--- src/inc/gpt_pkg.sv ---
`default_nettype none
package gpt_pkg;
  // ==========================================================================
  // width configuration codes
  localparam logic [2:0]  CFG_TIMER32    = 3'h0;
  localparam logic [2:0]  CFG_RTC32      = 3'h1;
  localparam logic [2:0]  CFG_SPLIT16    = 3'h4;
  // ==========================================================================
  // per-timer mode field codes
  localparam logic [1:0]  MODE_ONE_SHOT  = 2'h1;
  localparam logic [1:0]  MODE_PERIODIC  = 2'h2;
  // ==========================================================================
  // values after reset and fixed load values
  localparam logic [15:0] LOAD_RESET     = 16'hFFFF;
  localparam logic [7:0]  PRESCALE_RESET = 8'h00;
  localparam logic [31:0] MATCH_RESET    = 32'hFFFF_FFFF;
  localparam logic [31:0] RTC_FIRST      = 32'h0000_0001;
  localparam logic [31:0] RTC_ROLL       = 32'h0000_0000;
  // ==========================================================================
  // flag bit positions
  localparam int          FLAG_W         = 3;
  localparam int          FLAG_A_TIMEOUT = 0;
  localparam int          FLAG_B_TIMEOUT = 1;
  localparam int          FLAG_RTC       = 2;
  // ==========================================================================
  // decoded width configuration
  typedef enum logic [1:0] {
    GPT_OFF,
    GPT_TIMER32,
    GPT_RTC32,
    GPT_SPLIT16
  } gpt_width_t;
endpackage : gpt_pkg
`default_nettype wire

--- src/logic/gpt_prescale.sv ---
`timescale 1ns/100ps
`default_nettype none
module gpt_prescale #(
  parameter int W = 8
) (
  input  wire logic         i_clk,
  input  wire logic         i_rst,
  input  wire logic         i_run,
  input  wire logic         i_reload,
  input  wire logic [W-1:0] i_prescale,
  output logic              o_tick
);
  // ==========================================================================
  // divider: one tick every prescale+1 clocks
  logic [W-1:0] cnt;
  logic [W-1:0] next_cnt;

  assign o_tick = i_run && (cnt == '0);

  always_comb
  begin
    next_cnt = cnt;
    if (i_reload)
    begin
      next_cnt = i_prescale;
    end
    else if (i_run)
    begin
      if (cnt == '0)
      begin
        next_cnt = i_prescale;
      end
      else
      begin
        next_cnt = cnt - 1'b1;
      end
    end
  end

  always_ff @(posedge i_clk or posedge i_rst)
  begin
    if (i_rst)
    begin
      cnt <= '0;
    end
    else
    begin
      cnt <= next_cnt;
    end
  end
endmodule : gpt_prescale
`default_nettype wire

--- src/logic/gpt_timer_block.sv ---
`timescale 1ns/100ps
`default_nettype none
// Behaviour
// - reset: idle, controls cleared, counters and loads 0xFFFF, prescales 0x00
// - config 0 is 32-bit one-shot/periodic, 1 is 32-bit RTC
// - config 0x4 runs A and B as independent 16-bit timers
// - 32-bit load write splits upper half to B, lower to A
// - 32-bit counter read gives B in upper half, A in lower
// - 32-bit timer counts down; only the A mode field picks one-shot/periodic
// - mode field 0x1 is one-shot, 0x2 is periodic
// - 32-bit timer counts down, reloads concatenated load the cycle after zero
// - one-shot stops and clears its enable; periodic keeps going
// - 32-bit zero sets sticky time-out flag, masked copy when mask set
// - 32-bit trigger pulse one cycle at zero when trigger enabled
// - load write while running takes effect the next cycle
// - stall bit freezes the timer until released
// - RTC counts up, loaded with 1 when the mode is first selected
// - RTC rolls to zero on match and keeps counting until disabled
// - RTC match sets sticky flag, masked copy and interrupt; clear bit clears
// - RTC counts the 32 KHz slow clock pin supplied from outside
// - stall bits do not freeze RTC while RTC enable set
// - 16-bit timers count down with optional 8-bit prescaler
// - 16-bit timer reloads load and prescale after zero; one-shot stops
// - 16-bit zero sets sticky flag, masked copy and interrupt
// - 16-bit trigger pulse one cycle at zero when trigger enabled
// - prescale p gives one decrement every p+1 clocks
module gpt_timer_block #(
  parameter int PRE_W = 8
) (
  input  wire logic              i_clk,
  input  wire logic              i_rst,
  input  wire logic [2:0]        i_width_config,
  input  wire logic [1:0]        i_a_mode_field,
  input  wire logic [1:0]        i_b_mode_field,
  input  wire logic              i_ctl_wr,
  input  wire logic              i_a_enable_bit,
  input  wire logic              i_b_enable_bit,
  input  wire logic              i_a_stall_bit,
  input  wire logic              i_b_stall_bit,
  input  wire logic              i_a_trigger_enable,
  input  wire logic              i_b_trigger_enable,
  input  wire logic              i_rtc_enable_bit,
  input  wire logic              i_a_load_wr,
  input  wire logic              i_b_load_wr,
  input  wire logic [31:0]       i_load_data,
  input  wire logic              i_a_prescale_wr,
  input  wire logic              i_b_prescale_wr,
  input  wire logic [PRE_W-1:0]  i_prescale_data,
  input  wire logic              i_match_wr,
  input  wire logic [31:0]       i_match_data,
  input  wire logic              i_clear_wr,
  input  wire logic [2:0]        i_clear_bits,
  input  wire logic [2:0]        i_flag_mask,
  input  wire logic              i_slow_clock_pin,
  output logic                   o_a_enable_bit,
  output logic                   o_b_enable_bit,
  output logic [31:0]            o_a_counter_value,
  output logic [15:0]            o_b_counter_value,
  output logic [15:0]            o_a_interval_load,
  output logic [15:0]            o_b_interval_load,
  output logic [PRE_W-1:0]       o_a_prescale,
  output logic [PRE_W-1:0]       o_b_prescale,
  output logic [2:0]             o_raw_flags,
  output logic [2:0]             o_masked_flags,
  output logic                   o_irq,
  output logic                   o_a_trigger,
  output logic                   o_b_trigger
);
  // ==========================================================================
  // state
  logic [15:0]       a_cnt, b_cnt, a_load, b_load;
  logic [PRE_W-1:0]  a_pre, b_pre;
  logic [31:0]       match;
  logic              a_en, b_en;
  logic [2:0]        raw;
  logic [2:0]        cfg_prev;
  logic              slow_s1, slow_s2, slow_s3;
  logic [15:0]       next_a_cnt, next_b_cnt, next_a_load, next_b_load;
  logic [PRE_W-1:0]  next_a_pre, next_b_pre;
  logic [31:0]       next_match;
  logic              next_a_en, next_b_en;
  logic [2:0]        next_raw;

  // ==========================================================================
  // decode
  gpt_pkg::gpt_width_t width;
  logic              a_mode_ok, b_mode_ok;
  logic              run32, run16a, run16b, run_a;
  logic [31:0]       cnt32;
  logic [PRE_W-1:0]  a_pre_eff;
  logic              tick_a, tick_b, hit_a, hit_b;
  logic              rtc_first, rtc_step, rtc_hit, slow_rise;
  logic [2:0]        flag_set;

  always_comb
  begin
    case (i_width_config)
      gpt_pkg::CFG_TIMER32: width = gpt_pkg::GPT_TIMER32;
      gpt_pkg::CFG_RTC32:   width = gpt_pkg::GPT_RTC32;
      gpt_pkg::CFG_SPLIT16: width = gpt_pkg::GPT_SPLIT16;
      default:              width = gpt_pkg::GPT_OFF;
    endcase
  end

  assign a_mode_ok = (i_a_mode_field == gpt_pkg::MODE_ONE_SHOT) || (i_a_mode_field == gpt_pkg::MODE_PERIODIC);
  assign b_mode_ok = (i_b_mode_field == gpt_pkg::MODE_ONE_SHOT) || (i_b_mode_field == gpt_pkg::MODE_PERIODIC);

  assign run32  = (width == gpt_pkg::GPT_TIMER32) && a_en && a_mode_ok;
  assign run16a = (width == gpt_pkg::GPT_SPLIT16) && a_en && a_mode_ok;
  assign run16b = (width == gpt_pkg::GPT_SPLIT16) && b_en && b_mode_ok;
  assign cnt32  = {b_cnt, a_cnt};
  assign run_a  = (run32 || run16a) && !i_a_stall_bit;
  // prescaler has no meaning for the 32-bit timer, so it steps every clock
  assign a_pre_eff = run16a ? a_pre : '0;

  // ==========================================================================
  // prescalers
  // optional prescaler
  gpt_prescale #(.W (PRE_W)) u_pre_a (
    .i_clk      (i_clk),
    .i_rst      (i_rst),
    .i_run      (run_a),
    .i_reload   (i_ctl_wr || i_a_load_wr || i_a_prescale_wr),
    .i_prescale (a_pre_eff),
    .o_tick     (tick_a)
  );

  gpt_prescale #(.W (PRE_W)) u_pre_b (
    .i_clk      (i_clk),
    .i_rst      (i_rst),
    .i_run      (run16b && !i_b_stall_bit),
    .i_reload   (i_ctl_wr || i_b_load_wr || i_b_prescale_wr),
    .i_prescale (b_pre),
    .o_tick     (tick_b)
  );

  assign hit_a = tick_a && (run32 ? (cnt32 == 32'h0000_0000) : (a_cnt == 16'h0000));
  assign hit_b = tick_b && (b_cnt == 16'h0000);

  // ==========================================================================
  // rtc
  // edge of synchronised pin
  assign slow_rise = slow_s2 && !slow_s3;
  assign rtc_first = (width == gpt_pkg::GPT_RTC32) && (cfg_prev != gpt_pkg::CFG_RTC32);
  assign rtc_step  = (width == gpt_pkg::GPT_RTC32) && a_en && slow_rise && !rtc_first
                     && !((i_a_stall_bit || i_b_stall_bit) && !i_rtc_enable_bit);
  assign rtc_hit   = rtc_step && (cnt32 == match);

  // ==========================================================================
  // next state
  always_comb
  begin
    next_a_cnt  = a_cnt;
    next_b_cnt  = b_cnt;
    next_a_load = a_load;
    next_b_load = b_load;
    next_a_pre  = i_a_prescale_wr ? i_prescale_data : a_pre;
    next_b_pre  = i_b_prescale_wr ? i_prescale_data : b_pre;
    next_match  = i_match_wr ? i_match_data : match;
    next_a_en   = a_en;
    next_b_en   = b_en;
    if (hit_a && (i_a_mode_field == gpt_pkg::MODE_ONE_SHOT))
    begin
      next_a_en = 1'b0;
    end
    if (hit_b && (i_b_mode_field == gpt_pkg::MODE_ONE_SHOT))
    begin
      next_b_en = 1'b0;
    end
    // software enable write wins over the self-clear
    if (i_ctl_wr)
    begin
      next_a_en = i_a_enable_bit;
      next_b_en = i_b_enable_bit;
    end
    if (rtc_first)
    begin
      {next_b_cnt, next_a_cnt} = gpt_pkg::RTC_FIRST;
    end
    else if (rtc_hit)
    begin
      {next_b_cnt, next_a_cnt} = gpt_pkg::RTC_ROLL;
    end
    else if (rtc_step)
    begin
      {next_b_cnt, next_a_cnt} = cnt32 + 32'h0000_0001;
    end
    else if (width == gpt_pkg::GPT_TIMER32)
    begin
      if (i_a_load_wr)
      begin
        {next_b_cnt, next_a_cnt} = i_load_data;
      end
      else if (hit_a)
      begin
        {next_b_cnt, next_a_cnt} = {b_load, a_load};
      end
      else if (tick_a)
      begin
        {next_b_cnt, next_a_cnt} = cnt32 - 32'h0000_0001;
      end
    end
    else if (width == gpt_pkg::GPT_SPLIT16)
    begin
      if (i_a_load_wr)
      begin
        next_a_cnt = i_load_data[15:0];
      end
      else if (hit_a)
      begin
        next_a_cnt = a_load;
      end
      else if (tick_a)
      begin
        next_a_cnt = a_cnt - 16'h0001;
      end
      if (i_b_load_wr)
      begin
        next_b_cnt = i_load_data[15:0];
      end
      else if (hit_b)
      begin
        next_b_cnt = b_load;
      end
      else if (tick_b)
      begin
        next_b_cnt = b_cnt - 16'h0001;
      end
    end
    if (i_a_load_wr)
    begin
      next_a_load = i_load_data[15:0];
      if ((width == gpt_pkg::GPT_TIMER32) || (width == gpt_pkg::GPT_RTC32))
      begin
        next_b_load = i_load_data[31:16];
      end
    end
    if (i_b_load_wr)
    begin
      next_b_load = i_load_data[15:0];
    end
  end

  // ==========================================================================
  // flags
  always_comb
  begin
    flag_set = '0;
    flag_set[gpt_pkg::FLAG_A_TIMEOUT] = hit_a;
    flag_set[gpt_pkg::FLAG_B_TIMEOUT] = hit_b;
    flag_set[gpt_pkg::FLAG_RTC]       = rtc_hit;
    next_raw = (raw & ~(i_clear_wr ? i_clear_bits : 3'h0)) | flag_set;
  end

  // ==========================================================================
  // registers
  always_ff @(posedge i_clk or posedge i_rst)
  begin
    if (i_rst)
    begin
      a_cnt    <= gpt_pkg::LOAD_RESET;
      b_cnt    <= gpt_pkg::LOAD_RESET;
      a_load   <= gpt_pkg::LOAD_RESET;
      b_load   <= gpt_pkg::LOAD_RESET;
      a_pre    <= gpt_pkg::PRESCALE_RESET;
      b_pre    <= gpt_pkg::PRESCALE_RESET;
      match    <= gpt_pkg::MATCH_RESET;
      a_en     <= 1'b0;
      b_en     <= 1'b0;
      raw      <= '0;
      cfg_prev <= gpt_pkg::CFG_TIMER32;
      slow_s1  <= 1'b0;
      slow_s2  <= 1'b0;
      slow_s3  <= 1'b0;
    end
    else
    begin
      a_cnt    <= next_a_cnt;
      b_cnt    <= next_b_cnt;
      a_load   <= next_a_load;
      b_load   <= next_b_load;
      a_pre    <= next_a_pre;
      b_pre    <= next_b_pre;
      match    <= next_match;
      a_en     <= next_a_en;
      b_en     <= next_b_en;
      raw      <= next_raw;
      cfg_prev <= i_width_config;
      slow_s1  <= i_slow_clock_pin;
      slow_s2  <= slow_s1;
      slow_s3  <= slow_s2;
    end
  end

  // ==========================================================================
  // outputs
  // concatenated read
  assign o_a_counter_value = ((width == gpt_pkg::GPT_TIMER32) || (width == gpt_pkg::GPT_RTC32)) ?
                             cnt32 : {16'h0000, a_cnt};
  assign o_b_counter_value = b_cnt;
  assign o_a_interval_load = a_load;
  assign o_b_interval_load = b_load;
  assign o_a_prescale      = a_pre;
  assign o_b_prescale      = b_pre;
  assign o_a_enable_bit    = a_en;
  assign o_b_enable_bit    = b_en;
  assign o_raw_flags       = raw;
  assign o_masked_flags    = raw & i_flag_mask;
  assign o_irq             = |(raw & i_flag_mask);
  assign o_a_trigger       = hit_a && i_a_trigger_enable;
  assign o_b_trigger       = hit_b && i_b_trigger_enable;
endmodule : gpt_timer_block
`default_nettype wire

--- config.mk ---
export PLATFORM = sky130hd
export DESIGN_NAME = gpt_timer_block
export DESIGN_NICKNAME = d
export VERILOG_FILES = /design/src/inc/gpt_pkg.sv /design/src/logic/gpt_prescale.sv /design/src/logic/gpt_timer_block.sv
export SDC_FILE = /design/constraint.sdc
export NUM_CORES = 1
export LEC_CHECK = 0
export ABC_AREA = 0
export BUFFER_PORTS_ARGS = -buffer_cell sky130_fd_sc_hd__buf_2
export CAP_MARGIN = 20
export CORE_AREA = 2 2 141 143
export DETAILED_ROUTE_END_ITERATION = 7
export DIE_AREA = 0 0 143 145
export GPL_ROUTABILITY_DRIVEN = 0
export PLACE_DENSITY = 0.71
export SYNTH_ARGS = -nofsm -noshare
export SYNTH_HDL_FRONTEND = slang
export SYNTH_SLANG_ARGS = --single-unit
export TNS_END_PERCENT = 20
--- constraint.sdc ---
create_clock -name i_clk -period 4.5 [get_ports i_clk]
set_input_delay 0.45 -clock i_clk [delete_from_list [all_inputs] [get_ports i_clk]]
set_output_delay 0.45 -clock i_clk [all_outputs]
set_load 0.02 [all_outputs]
## Word-level counts from Yosys, hierarchy flattened

Index checks and enable logic that the tools add are counted.

- Word-level logic and storage cells: 136
- Register bits: 139
- Input bits: 102

- $add $sub $neg: 6
- Bitwise gates (word level): 4
- Equal/unequal tests: 13
- Multiplexer cells: 40
- Reductions and logical operators: 57

Operators with widths:

| kind | number |
|---|---|
| two-way mux 16 bit | 25 |
| two-way mux 8 bit | 7 |
| adder 32 x 1 -> 32 bit, second input constant | 1 |
| equality test 32 bit | 1 |
| logical NOT 16 bit | 2 |
| logical NOT 32 bit | 1 |
| two-way mux 32 bit | 1 |
| subtractor 16 x 1 -> 16 bit, second input constant | 2 |
| subtractor 32 x 1 -> 32 bit, second input constant | 1 |
| logical AND 1 bit | 24 |
| logical NOT 8 bit | 2 |
| subtractor 8 x 1 -> 8 bit, second input constant | 2 |
| != test 7 bit, second input constant | 2 |
| nonzero test 2 bit | 6 |
| logical OR 1 bit | 9 |
| equality test 2 bit, second input constant | 4 |
| nonzero test 7 bit | 1 |
| bitwise AND 3 bit | 2 |
| equality test 2 x 1 -> 1 bit, second input constant | 3 |
| logical NOT 1 bit | 6 |
| one-hot mux 2 bit (3 select lines) | 1 |
| AND reduction 3 bit | 2 |
| two-way mux 1 bit | 5 |
| nonzero test 5 bit | 1 |
| other kinds (9) | 9 |

## Logic depth before layout (Yosys ltp)

- Word-level depth: 16
- Gate-level depth with buffers: 12

## Cells and area by module

A second synthesis with hierarchy kept.

- Cells, all modules: 1059
- Area total of the unflattened synthesis: 9477.8 µm²

Modules (own cells, without submodules):

| module | area each (µm²) | instances | cells an instance |
|---|---|---|---|
| gpt_timer_block | 8354.3 | 1 | 929 |
| gpt_prescale | 561.8 | 2 | 65 |

## Worst setup path before layout

No wires, ideal clock.

- Path type: register to output
- From: reg b_cnt[0], in the netlist o_b_counter_value[0]
- To: out o_a_trigger
- Setup slack: 1.291 ns
- Required time: 4.050 ns
- Path buffers: 2
- Stages on the path, launching flop included: 8
- Arrival: 2.759 ns
- Cells stage by stage: dfstp_2 -> buf_2 -> inv_1 -> ha_1 -> nor3b_4 -> nand4_1 -> buf_2 -> a2111oi_0

- Word-level cells in the longest chain between the ends: 4

RTL lines:

| what | line | RTL |
|---|---|---|
| from (decl) | gpt_timer_block.sv:71 | `logic [15:0] a_cnt, b_cnt, a_load, b_load;` |
| from (signal assigned) | gpt_timer_block.sv:262 | `b_cnt <= gpt_pkg::LOAD_RESET;` |
| from (signal assigned) | gpt_timer_block.sv:279 | `b_cnt <= next_b_cnt;` |
| logical NOT 32 bit | gpt_timer_block.sv:137 | `assign hit_a = tick_a && (run32 ? (cnt32 == 32'h0000_0000) : (a_cnt == 16'h0000));` |
| two-way mux 1 bit | gpt_timer_block.sv:137 |  |
| logical AND 1 bit | gpt_timer_block.sv:137 |  |
| logical AND 1 bit | gpt_timer_block.sv:310 | `assign o_a_trigger = hit_a && i_a_trigger_enable;` |
| to (decl) | gpt_timer_block.sv:66 | `output logic o_a_trigger,` |

No other way between the ends.

## Worst setup path after layout

- From: reg u_pre_b.cnt[3]
- To: out o_b_trigger

- Word-level cells in the longest chain between the ends: 4

RTL lines:

| what | line | RTL |
|---|---|---|
| from (decl) | gpt_prescale.sv:15 | `logic [W-1:0] cnt;` |
| from (signal assigned) | gpt_prescale.sv:48 | `cnt <= next_cnt;` |
| logical NOT 8 bit | gpt_prescale.sv:18 | `assign o_tick = i_run && (cnt == '0);` |
| logical AND 1 bit | gpt_prescale.sv:18 |  |
| logical AND 1 bit | gpt_timer_block.sv:138 | `assign hit_b = tick_b && (b_cnt == 16'h0000);` |
| logical AND 1 bit | gpt_timer_block.sv:311 | `assign o_b_trigger = hit_b && i_b_trigger_enable;` |
| to (decl) | gpt_timer_block.sv:67 | `output logic o_b_trigger` |

No other way between the ends.

==> metrics.txt <==
run status completed; average size of a mapped cell 8.829 um^2; Clock Path Buffers 2; max-cap viol count 0; synth-to-layout area growth 18.20%; Vias/cell 6.297; Critical Path RT 4.05 ns; fmax 0.2879 GHz; Synth top area share 26.58%; final hold vios 0; metal3 WL 4035 um; Ys Warns 0; initial antenna violation count 0; Rows 51; postcts setup bufs 0; Yosys reg bits 139; Slew headroom 28.91%; TritonCTS buffer count 17; ranking of synthesized cells by area dfstp_2 27%, dfrtp_1 11%, mux2_2 6.4%, o21ai_0 4.7%, xnor2_1 4.6%; Worst Hold Class input pin to flip-flop; DR WL met2 14350 um; kind of critical path flip-flop to primary output; proportion of layout cells with a drive suffix above 1 34.54%; Detail Placement HPWL 24060 um; Setup crit end kind primary output; I/O Pins 209; crit-path max FO 13; Top Metal Used met4; Peak VDD IR 0.2945 mV; Setup TNS Final 0 ns; Starting Density 49.42%; min cycle time layout 3.474 ns; WL/cell 22.11 um; largest net degree at the start of global routing 109; GRT overflow 0; Clock Skew 0.008466 ns; Mapped Nets 1188; RSZ-0062 raised after global routing no; reg2reg setup slack 1.05 ns; Post-synth top cells 113 x nand2_1, 96 x dfstp_2, 90 x o21ai_0; power per cell area 403.1 mW/mm^2; Arr. time, crit path 3.02 ns; Worst setup SP type flip-flop; via count 9509; fin nets 1345; Cell Area, Synth 0.009492 mm^2; worst-skew pair later-pin latency 0.43 ns; P_leak 4.615 nW; Sink Count 139; first-pass GRT wire length 51530 um; drt pass-1 iters 8; core area 0.01921 mm^2; EDFF count, synth 0; Main synth FF type dfstp_2; CTS tree done; vias in the first global route 8987; wl on met1 13430 um; pin slew with the least headroom to its limit 1.066 ns; Post-DRT Antenna Nets 0; post-layout total power 4.522 mW; Yosys cell types 81; Iteration-0 DRC Markers 1309; Post-synth ARST share 100.0%; ant diodes 0; height of the die 145 um; top-count cell post-synth nand2_1; sequential-to-total area share from yosys stat 37.91%; Post-CTS Resized 0; # hold bufs at CTS 0; Gate Count Post-Synth 1075; Post-Route WL 33390 um; DRC viols 0; Root Buffer clkbuf_16; H-tree lvl count 4; die width 143 um; die area 0.02074 mm^2; Slew Limit Fails 0; Final setup viols 0; final core occ 58.41%; Port Buffer Count 208; Tot GR Track Use 32.12%; part of the cycle the worst path needs 77.20%; Synth area leader dfstp_2; Clock transition at path regs 0.06 ns
[placed cells by master, fill, tap and decap left out, types with 17 or more instances in the layout]
cell type,netlist,final
inv_1,37,36
dfrtp_1,43,43
mux2i_1,23,23
nor4_1,22,22
and2_1,24,24
nand2_1,113,113
nand4_1,30,30
nor2_1,72,72
o21ai_0,90,90
nor3_1,49,47
xnor2_1,50,50
mux2_2,54,54
buf_2,13,209
a21oi_1,30,30
nand3_1,37,37
dfstp_2,96,96
clkbuf_16,0,17
[area by class of cell]
type / count / area, um^2
clock buffer: 17 / 425.4
inverter: 37 / 143.9
timing repair buffer: 222 / 1144
clock inverter: 15 / 166.4
fill: 1760 / 7988
tap: 265 / 331.6
sequential: 139 / 3598
multi-input combinational: 815 / 5410
[worst max-delay path: stages, from the launching register on]
cell and delay [ns]:
dfrtp_1 0.43, nor4_2 0.54, nand4b_1 0.61, nor3_2 0.58, and2_1 0.25, buf_2 0.18
[routing by layer]
metal  global-route usage [%]  up-vias
li1                         -     4250
met2                    46.39      658
met4                    14.41        0
met5                        0        -
met1                    44.67     4488
met3                    8.977      113
[stage by stage]
stage	cell area (um^2)	cells	worst slack (ns)	hold slack, ns
6_report	11220	1510	1.026	0.1288
3_5_place_dp	10620	1477	1.026	0.3379
4_1_cts	11210	1509	1.113	0.1177
5_1_grt	11220	1510	0.9064	0.1142
3_3_place_gp	10620	1477	1.108	0.3359
2_1_floorplan	9492	1075	0.4844	0.3312
[registers in the layout, summed over array words and instances (netlist names)]
signal	flops
match	32
a_cnt	16
o_a_interval_load	16
o_b_counter_value	16
o_b_interval_load	16
o_a_prescale	8
o_b_prescale	8
u_pre_a.cnt	8
u_pre_b.cnt	8
cfg_prev	3
o_raw_flags	3
o_a_enable_bit	1
o_b_enable_bit	1
slow_s1	1
slow_s2	1
slow_s3	1
[cells by family after synthesis]
group | count (synthesis) | share of synthesized area [%]
buffers and inverters | 121 | 5.312
AOI/OAI and AO/OA | 248 | 17.64
xor gates and xnor gates | 63 | 5.813
and+or+nand+nor | 416 | 23.04
muxes | 77 | 8.832
DFF | 139 | 37.91
adders and majority gates | 11 | 1.450
[report_power, final]
group          leakage (nW)  total, mW  switching [mW]  internal (mW)
Clock                 0.281       1.43           0.608          0.826
Sequential             1.53       1.84           0.344           1.50
Combinational          2.80       1.24           0.741          0.504
[path summary, 6_finish.rpt]
check | from | to | cells after the start
min in group asynchronous | i_rst | slow_s3 | 2
worst max register to register | u_pre_b.cnt[3] | o_b_counter_value[1] | 7
worst max-delay path | u_pre_b.cnt[3] | o_b_trigger | 5
worst min-delay path | i_slow_clock_pin | slow_s1 | 1
max in group asynchronous | i_rst | a_cnt[13] | 3
worst min register to register | slow_s1 | slow_s2 | 0
Note: power is estimated with default switching activity, not from simulation.
